**src/rdhi_pkg.sv**
```systemverilog
package rdhi_pkg;

  // location numbers, as seen by either processor family
  localparam logic [2:0] LOC_DOT = 3'h0;
  localparam logic [2:0] LOC_W_HCOORD = 3'h2;
  localparam logic [2:0] LOC_W_VCOORD = 3'h4;
  localparam logic [2:0] LOC_W_SCROLL = 3'h6;
  localparam logic [2:0] LOC_B_SCROLL = 3'h2;
  localparam logic [2:0] LOC_B_H_HIGH = 3'h4;
  localparam logic [2:0] LOC_B_H_LOW = 3'h5;
  localparam logic [2:0] LOC_B_V_HIGH = 3'h6;
  localparam logic [2:0] LOC_B_V_LOW = 3'h7;

  localparam int ADDR_W = 16;
  localparam int BASE_W = 13;
  localparam int DATA_W = 16;
  localparam int HCOORD_W = 10;
  localparam int VCOORD_W = 9;
  localparam int MEM_AW = HCOORD_W + VCOORD_W;

  // top data bit that turns a dot write into a whole-memory fill
  localparam int FILL_BIT_WORD = 15;
  localparam int FILL_BIT_BYTE = 7;

  // status bit positions
  localparam int W_PEN_BIT = 5;
  localparam int W_VBLANK_BIT = 6;
  localparam int W_READY_BIT = 7;
  localparam int B_READY_BIT = 0;
  localparam int B_VBLANK_BIT = 1;
  localparam int B_PEN_BIT = 2;

  localparam logic [HCOORD_W-1:0] HCOORD_RST = 10'h000;
  localparam logic [VCOORD_W-1:0] VCOORD_RST = 9'h000;
  localparam logic [VCOORD_W-1:0] SCROLL_RST = 9'h000;
  localparam logic [MEM_AW-1:0] MEM_LAST = 19'h7_FFFF;

  // timing: longest times round down to cycles
  localparam int CLK_PERIOD_NS = 10;
  localparam int DOT_WRITE_MAX_NS = 1400;
  localparam int DOT_WRITE_MAX_CYC = DOT_WRITE_MAX_NS / CLK_PERIOD_NS;
  localparam int ERASE_MAX_MS = 48;
  localparam int ERASE_MAX_CYC = (ERASE_MAX_MS * 1000000) / CLK_PERIOD_NS;

  // lines x points
  typedef enum logic [1:0] {
    RES_256X256,
    RES_256X512,
    RES_512X512,
    RES_256X1024
  } rdhi_res_t;

  typedef struct packed {
    logic wr;
    logic rd;
    logic [MEM_AW-1:0] addr;
    logic wbit;
  } rdhi_mem_req_t;

endpackage

```
**src/rdhi_top.sv**
```systemverilog
// Contract
// - horizontal coordinate register holds ten bits, 1024 points
// - vertical coordinate register holds nine bits, 512 lines
// - 512-point mode drops horizontal bit 0; 256-point mode drops two bits
// - vertical coordinate truncated likewise from nine bits in coarser line modes
// - word bus: horizontal at location 2, vertical at location 4
// - byte bus: upper eight coordinate bits at locations 4 and 6
// - byte bus: low coordinate bits at location 5 and 7
// - 256x256 mode: low-byte locations do not change the selected dot
// - coordinate registers are write-only; reads of them return zero
// - host loads coordinates, then writes location 0 to store the dot
// - one image bit per card, taken from a configured data bit
// - single-card system takes the image bit from data bit zero
// - dot write completes within 1.4 microseconds
// - one erase command clears all image memory within 48 ms
// - scroll register shifts the picture vertically by whole lines
// - word bus decodes as memory; byte bus decodes as I/O ports
// - word bus uses even locations only; address bit zero picks byte
// - register group base address is set by jumpers
// - reading location 0 returns the addressed dot
// - top data bit set on a dot write fills memory with the data bit
// - ready flag reads 0 while erasing, 1 when idle; status reads are not taken during the fill, only the READY output goes 0
// - scroll register write-only; its location reads back status flags
`timescale 1ns/1ps
`default_nettype none

module rdhi_top #(
  parameter logic [rdhi_pkg::MEM_AW-1:0] ERASE_LAST = rdhi_pkg::MEM_LAST
) (
  input wire logic CLOCK,
  input wire logic SYS_RST,
  input wire logic BYTE_BUS,
  input wire logic [rdhi_pkg::BASE_W-1:0] BASE_SEL,
  input wire logic STACKED,
  input wire logic [3:0] BIT_SEL,
  input wire logic [1:0] RES_MODE,
  input wire logic [rdhi_pkg::ADDR_W-1:0] BUS_ADDR,
  input wire logic BUS_IO,
  input wire logic BUS_WR,
  input wire logic BUS_RD,
  input wire logic [rdhi_pkg::DATA_W-1:0] BUS_WDATA,
  output logic [rdhi_pkg::DATA_W-1:0] BUS_RDATA,
  output logic BUS_RVALID,
  output rdhi_pkg::rdhi_mem_req_t MEM_REQ,
  input wire logic MEM_RBIT,
  output logic [rdhi_pkg::VCOORD_W-1:0] SCROLL_LINE,
  output logic READY,
  input wire logic VBLANK,
  input wire logic LIGHT_PEN
);

  typedef enum logic [1:0] {
    ST_IDLE,
    ST_RD_MEM,
    ST_RD_DATA,
    ST_ERASE
  } rdhi_state_t;

  rdhi_state_t state_q;
  logic [rdhi_pkg::HCOORD_W-1:0] hcoord_q;
  logic [rdhi_pkg::VCOORD_W-1:0] vcoord_q;
  logic [rdhi_pkg::VCOORD_W-1:0] scroll_q;
  logic [rdhi_pkg::MEM_AW-1:0] erase_addr_q;
  logic erase_val_q;
  logic [3:0] rd_bit_q;
  rdhi_pkg::rdhi_res_t res;
  logic hit;
  logic [2:0] loc;
  logic wr_take;
  logic rd_take;
  logic [3:0] img_bit;
  logic data_bit;
  logic fill_req;
  logic [rdhi_pkg::HCOORD_W-1:0] h_eff;
  logic [rdhi_pkg::VCOORD_W-1:0] v_eff;
  logic [rdhi_pkg::DATA_W-1:0] status_word;
  logic [rdhi_pkg::DATA_W-1:0] rdata_d;

  assign res = rdhi_pkg::rdhi_res_t'(RES_MODE);

  // word bus is memory mapped, byte bus sits in I/O space
  // base compare on jumper straps
  assign hit = (BUS_IO == BYTE_BUS)
    && (BUS_ADDR[rdhi_pkg::ADDR_W-1:3] == BASE_SEL);

  // word bus: address bit zero is the byte select, ignored here
  assign loc = BYTE_BUS ? BUS_ADDR[2:0] : {BUS_ADDR[2:1], 1'b0};

  // nothing is taken during a fill; host is expected to poll ready
  assign wr_take = BUS_WR && hit && (state_q == ST_IDLE);
  assign rd_take = BUS_RD && hit && (state_q == ST_IDLE);

  // one image bit per card, default bit zero when not stacked
  assign img_bit = STACKED ? (BYTE_BUS ? {1'b0, BIT_SEL[2:0]} : BIT_SEL) : 4'h0;
  assign data_bit = BUS_WDATA[img_bit];

  assign fill_req = BYTE_BUS ? BUS_WDATA[rdhi_pkg::FILL_BIT_BYTE]
    : BUS_WDATA[rdhi_pkg::FILL_BIT_WORD];

  // coarse modes drop low coordinate bits
  always_comb begin
    h_eff = hcoord_q;
    v_eff = vcoord_q;
    case (res)
      rdhi_pkg::RES_256X256: begin
        h_eff[1:0] = 2'h0;
        v_eff[0] = 1'b0;
      end
      rdhi_pkg::RES_256X512: begin
        h_eff[0] = 1'b0;
        v_eff[0] = 1'b0;
      end
      rdhi_pkg::RES_512X512: begin
        h_eff[0] = 1'b0;
      end
      rdhi_pkg::RES_256X1024: begin
        v_eff[0] = 1'b0;
      end
      default: begin
        h_eff = hcoord_q;
        v_eff = vcoord_q;
      end
    endcase
  end

  // coordinate registers, held until reloaded
  always_ff @(posedge CLOCK) begin
    if (SYS_RST) begin
      hcoord_q <= rdhi_pkg::HCOORD_RST;
      vcoord_q <= rdhi_pkg::VCOORD_RST;
    end else if (wr_take) begin
      if (!BYTE_BUS) begin
        if (loc == rdhi_pkg::LOC_W_HCOORD) begin
          hcoord_q <= BUS_WDATA[rdhi_pkg::HCOORD_W-1:0];
        end
        if (loc == rdhi_pkg::LOC_W_VCOORD) begin
          vcoord_q <= BUS_WDATA[rdhi_pkg::VCOORD_W-1:0];
        end
      end else begin
        case (loc)
          rdhi_pkg::LOC_B_H_HIGH: hcoord_q[9:2] <= BUS_WDATA[7:0];
          rdhi_pkg::LOC_B_V_HIGH: vcoord_q[8:1] <= BUS_WDATA[7:0];
          // low bits stored but masked off in 256x256
          rdhi_pkg::LOC_B_H_LOW: hcoord_q[1:0] <= BUS_WDATA[1:0];
          rdhi_pkg::LOC_B_V_LOW: vcoord_q[0] <= BUS_WDATA[0];
          default: hcoord_q <= hcoord_q;
        endcase
      end
    end
  end

  // scroll register, one line per step
  always_ff @(posedge CLOCK) begin
    if (SYS_RST) begin
      scroll_q <= rdhi_pkg::SCROLL_RST;
    end else if (wr_take) begin
      if (!BYTE_BUS && loc == rdhi_pkg::LOC_W_SCROLL) begin
        scroll_q <= BUS_WDATA[rdhi_pkg::VCOORD_W-1:0];
      end else if (BYTE_BUS && loc == rdhi_pkg::LOC_B_SCROLL) begin
        scroll_q <= {1'b0, BUS_WDATA[7:0]};
      end
    end
  end

  assign SCROLL_LINE = scroll_q;

  // control sequencer
  always_ff @(posedge CLOCK) begin
    if (SYS_RST) begin
      state_q <= ST_IDLE;
    end else begin
      case (state_q)
        ST_IDLE: begin
          if (wr_take && loc == rdhi_pkg::LOC_DOT && fill_req) begin
            state_q <= ST_ERASE;
          end else if (rd_take && loc == rdhi_pkg::LOC_DOT) begin
            state_q <= ST_RD_MEM;
          end
        end
        ST_RD_MEM: state_q <= ST_RD_DATA;
        ST_RD_DATA: state_q <= ST_IDLE;
        ST_ERASE: begin
          if (erase_addr_q == ERASE_LAST) begin
            state_q <= ST_IDLE;
          end
        end
        default: state_q <= ST_IDLE;
      endcase
    end
  end

  // fill walk, one word per clock; full sweep is well inside the limit
  always_ff @(posedge CLOCK) begin
    if (SYS_RST) begin
      erase_addr_q <= '0;
      erase_val_q <= 1'b0;
    end else if (state_q == ST_IDLE) begin
      erase_addr_q <= '0;
      if (wr_take && loc == rdhi_pkg::LOC_DOT && fill_req) begin
        erase_val_q <= data_bit;
      end
    end else if (state_q == ST_ERASE) begin
      erase_addr_q <= erase_addr_q + 1'b1;
    end
  end

  // memory request: dot write issued the cycle after the access
  always_ff @(posedge CLOCK) begin
    if (SYS_RST) begin
      MEM_REQ <= '0;
    end else if (state_q == ST_ERASE) begin
      MEM_REQ.wr <= 1'b1;
      MEM_REQ.rd <= 1'b0;
      MEM_REQ.addr <= erase_addr_q;
      MEM_REQ.wbit <= erase_val_q;
    end else begin
      MEM_REQ.wr <= wr_take && loc == rdhi_pkg::LOC_DOT && !fill_req;
      MEM_REQ.rd <= rd_take && loc == rdhi_pkg::LOC_DOT;
      MEM_REQ.addr <= {v_eff, h_eff};
      MEM_REQ.wbit <= data_bit;
    end
  end

  // ready is low during the fill and rises with the last fill write
  always_ff @(posedge CLOCK) begin
    if (SYS_RST) begin
      READY <= 1'b1;
    end else begin
      READY <= !(state_q == ST_ERASE && erase_addr_q != ERASE_LAST)
        && !(state_q == ST_IDLE && wr_take && loc == rdhi_pkg::LOC_DOT && fill_req);
    end
  end

  always_comb begin
    status_word = '0;
    if (BYTE_BUS) begin
      status_word[rdhi_pkg::B_READY_BIT] = READY;
      status_word[rdhi_pkg::B_VBLANK_BIT] = VBLANK;
      status_word[rdhi_pkg::B_PEN_BIT] = LIGHT_PEN;
    end else begin
      status_word[rdhi_pkg::W_READY_BIT] = READY;
      status_word[rdhi_pkg::W_VBLANK_BIT] = VBLANK;
      status_word[rdhi_pkg::W_PEN_BIT] = LIGHT_PEN;
    end
  end

  // coordinate locations read as zero scroll location reads flags
  always_comb begin
    rdata_d = '0;
    if (BYTE_BUS ? (loc == rdhi_pkg::LOC_B_SCROLL) : (loc == rdhi_pkg::LOC_W_SCROLL)) begin
      rdata_d = status_word;
    end
  end

  always_ff @(posedge CLOCK) begin
    if (SYS_RST) begin
      rd_bit_q <= 4'h0;
    end else if (rd_take) begin
      rd_bit_q <= img_bit;
    end
  end

  // non-dot reads answer next cycle; dot reads wait for the memory bit
  always_ff @(posedge CLOCK) begin
    if (SYS_RST) begin
      BUS_RDATA <= '0;
      BUS_RVALID <= 1'b0;
    end else if (state_q == ST_RD_DATA) begin
      BUS_RDATA <= '0;
      BUS_RDATA[rd_bit_q] <= MEM_RBIT;
      BUS_RVALID <= 1'b1;
    end else if (rd_take && loc != rdhi_pkg::LOC_DOT) begin
      BUS_RDATA <= rdata_d;
      BUS_RVALID <= 1'b1;
    end else begin
      BUS_RVALID <= 1'b0;
    end
  end

endmodule

`default_nettype wire

```
**config.mk**
```make
export PLATFORM = sky130hd
export DESIGN_NAME = rdhi_top
export DESIGN_NICKNAME = d
export VERILOG_FILES = /design/src/rdhi_pkg.sv /design/src/rdhi_top.sv
export SDC_FILE = /design/constraint.sdc
export NUM_CORES = 1
export LEC_CHECK = 0
export ABC_AREA = 1
export BUFFER_PORTS_ARGS = -buffer_cell sky130_fd_sc_hd__buf_4
export CELL_PAD_IN_SITES_DETAIL_PLACEMENT = 1
export CELL_PAD_IN_SITES_GLOBAL_PLACEMENT = 1
export CORE_UTILIZATION = 37
export DETAILED_ROUTE_END_ITERATION = 16
export PLACE_DENSITY = 0.76
export SLEW_MARGIN = 20
export SYNTH_ARGS = -nofsm -noshare
export SYNTH_HDL_FRONTEND = slang
export SYNTH_SLANG_ARGS = --single-unit
```
**constraint.sdc**
```tcl
create_clock -name CLOCK -period 3.2 [get_ports CLOCK]
set_input_delay 0.8 -clock CLOCK [delete_from_list [all_inputs] [get_ports CLOCK]]
set_output_delay 0.8 -clock CLOCK [all_outputs]
set_load 0.05 [all_outputs]
```
==> metrics.md <==
| Metric | Value |
|---|---|
| Synth Warn # | 0 |
| GR Overflow Total | 0 |
| Syn Std Cell Area | 4730 sq um |
| Cts bufs inserted | 9 |
| CTS root buf | clkbuf_16 |
| Fillers | 1,606 |
| Net Sw Frac | 0.242 |
| Number of synthesized flops with an enable pin | 0 |
| Leakage | 2.79 nW |
| Largest net degree at the start of global routing | 46 |
| CP Data Arrival Time | 2.45 ns |
| Ys async rst share | 0 |
| Synth Instances | 718 |
| Final Skew | 0.00751 ns |
| Port buffer count | 109 |
| Hold Path Class | reg -> reg |
| Power per cell area | 421 nW/um^2 |
| Avg Inst Size Synth | 6.59 sq um |
| Cell variety after synth | 44 |
| DRC | 0 |
| Initial DRC Count | 202 |
| Initial Util | 0.386 |
| Placer Congestion | 0.824 |
| CTS tree | built |
| Die Y | 115 um |
| Hold Buf Count CTS | 0 |
| Die ar. | 13,300 sq um |
| Initial antenna violation count | 0 |
| Crit-path slowest cell | nand2_1 |
| Worst path bufs/invs | 3 |
| Family with the most delay on the worst path | simple AND/OR/NAND/NOR gates |
| Setup bufs post-CTS | 0 |
| Commonest non-fill, non-tap cell in the layout | nand2_1 |
| Layout area overhead | 25.8% |
| Routed Antenna Nets | 0 |
| Io pins | 110 |
| Worst-path clk slew | 0.06 ns |
| Register area share after synthesis | 0.397 |
| Final setup vio count | 0 |
| ANT cells | 0 |
| Final Hold Vio Count | 0 |
| P_int | 1.90 mW |
| Worst-path cell chain | buf_4 > inv_4 > nand2_1 > nand2_1 > nor2_1 > nand2_1 > nor2_2 > nand4_1 > buf_4 > nand2_1 > nand2_1 > nand2_1 > nor2_1 |
| Setup TNS | 0 ns |
| Tot GR Track Use | 0.228 |
| Slew Limit Fails | 0 |
| Setup Crit Path Kind | in -> reg |
| Register area | 1880 sq um |
| Status | complete, no violations |
| Synth Register Bits | 94 |
| VDD IR max | 201 uV |
| Die X | 115 um |
| Post-Syn Nets | 780 |
| DR vias | 4,871 |
| RSZ-0062 raised after global routing | false |
| Share of cells above drive strength 1 | 0.194 |
| Commonest non-fill, non-tap cells in the layout | 186 x nand2_1, 111 x buf_4, 106 x nor2_1 |
| DR pass1 iterations | 4 |
| Clock Latency Late Sink | 0.35 ns |
| Final wirelength | 14,300 um |
| Clock Path Buffers | 2 |
| Fin crit period | 2.21 ns |
| Post-CTS sizing | 0 |
| Fin crit share | 0.691 |
| Pre-CTS WS | 0.624 ns |
| MaxCap Viol Count | 0 |
| Number of global-route vias before repair | 4,956 |
| Critical Path Most Common Cell | nand2_1 |
| Worst setup EP type | register |
| Htree depth | 3 |
| Hpwl dp | 11,200 um |
| CORE AREA | 12,300 sq um |
| Reg power frac | 0.467 |
| Fmax | 0.452 GHz |
| First-pass GRT wire length | 23,600 um |
| Setup ws final | 0.989 ns |
| CP peak stage delay | 0.31 ns |
| Multi-input logic area | 2330 sq um |
| Worst Setup Start Kind | input port |
| Vias per Instance | 4.93 |
| FP Rows | 40 |
| Worst-Margin Slew | 0.610 ns |
| Nets | 878 |
| Crit Path Max Fanout | 26 |
| Per-cell routed wire length | 14.4 um |
| Clk sink count | 94 |
| P_sw | 0.607 mW |
| Critical Path RT | 3.44 ns |
| Logic pwr share | 0.091 |
| Most used DFF post-synth | dfxtp_1 |
| Max-slew headroom | 0.590 |
| Clock share of power | 0.441 |
[flip-flops by register name, summed over array words and instances, names as in the netlist, 2 cells and up]
register      count
BUS_RDATA        16
hcoord_q         10
state_q           2
SCROLL_LINE       9
erase_addr_q     19
rd_bit_q          4
MEM_REQ          22
vcoord_q          9
[synthesized netlist by cell type (2+ instances only)]
cell type	count	share of area
inv_1	94	0.075
nand3b_1	3	0.0048
a211oi_1	2	0.0032
o21a_1	4	0.0063
nor3_2	2	0.0042
or2_0	2	0.0026
nand3_2	2	0.0042
o21ai_0	42	0.044
buf_1	2	0.0016
nor2_1	106	0.084
clkbuf_1	11	0.0087
a31oi_1	7	0.0092
nand4_1	8	0.011
a32oi_1	6	0.011
nand3_1	47	0.050
o21ai_1	4	0.0042
nor2_4	3	0.0071
or2_2	2	0.0026
inv_4	2	0.0026
dfxtp_1	94	0.40
nand2_1	186	0.15
nor3_1	7	0.0074
nand2_2	4	0.0053
buf_2	6	0.0063
nor2_2	5	0.0066
buf_6	4	0.0095
a21oi_1	42	0.044
a21oi_2	5	0.0092
[worst reg2reg max path, stage by stage, from the launching register on]
cell and delay (ns):
dfxtp_1 0.39, nand2_2 0.34, clkinv_2 0.35, nand2_2 0.12, nor2_4 0.14, nand2_1 0.11
nor2_2 0.15, nand2_2 0.12, nor2_2 0.15, nand2_1 0.07, nand2_1 0.06, a21oi_1 0.05
[path summary, 6_finish.rpt]
| path | start | to | slack [ns] | depth (start not counted) |
|---|---|---|---|---|
| worst max-delay path | BYTE_BUS | BUS_RDATA[2] | 0.99 | 13 |
| worst min-delay path | vcoord_q[1] | MEM_REQ[12] | 0.47 | 2 |
| worst max register to register | state_q[0] | erase_addr_q[17] | 1.00 | 11 |
| worst min register to register | vcoord_q[1] | MEM_REQ[12] | 0.47 | 2 |
[power by group through the flow]
| stage | Sequential [mW] | Combinational, mW | Clock (mW) |
|---|---|---|---|
| 6_report | 1.17 | 0.229 | 1.11 |
| 3_3_place_gp | 1.20 | 0.221 | 0 |
| 5_1_grt | 1.17 | 0.258 | 1.18 |
| 4_1_cts | 1.17 | 0.231 | 1.13 |
| 2_1_floorplan | 1.20 | 0.119 | 0 |
| 3_5_place_dp | 1.20 | 0.229 | 0 |
[metrics by stage]
stage / util / cells / hold WS (ns) / power, mW / cell area [sq um]
final: 0.486 / 989 / 0.469 / 2.51 / 5960
after global routing: 0.486 / 989 / 0.493 / 2.61 / 5960
after CTS: 0.486 / 989 / 0.471 / 2.53 / 5960
after detailed placement: 0.461 / 973 / 0.459 / 1.43 / 5650
after global placement: 0.461 / 973 / 0.454 / 1.42 / 5650
after floorplan: - / 718 / 0.430 / 1.32 / 4730
[final cells by class]
cell class / count / share of cell area
Timing Repair Buffer: 112 / 0.143
Clock inverter: 5 / 0.0107
Clock buffer: 11 / 0.0407
Sequential cell: 94 / 0.316
Tap cell: 168 / 0.0353
Multi-Input combinational cell: 500 / 0.391
Inverter: 99 / 0.0634
[routing by layer]
layer	wire (um)	share of wire	GRT usage	vias up
met5	0	0	0	-
met4	165	0.012	0.0701	0
met3	589	0.041	0.0348	18
met2	6750	0.47	0.388	101
met1	6750	0.47	0.298	2267
li1	-	-	-	2485
[kinds of logic (layout without fill, tap and decap cells)]
group,count (synthesis),after routing,synth area share
compound gates,116,116,0.140
simple gates,381,381,0.346
xor+xnor,2,2,0.00370
buf+inv,124,227,0.111
fa+ha+maj,1,1,0.00264
flops,94,94,0.397
Power figures use the tool's default switching activity.
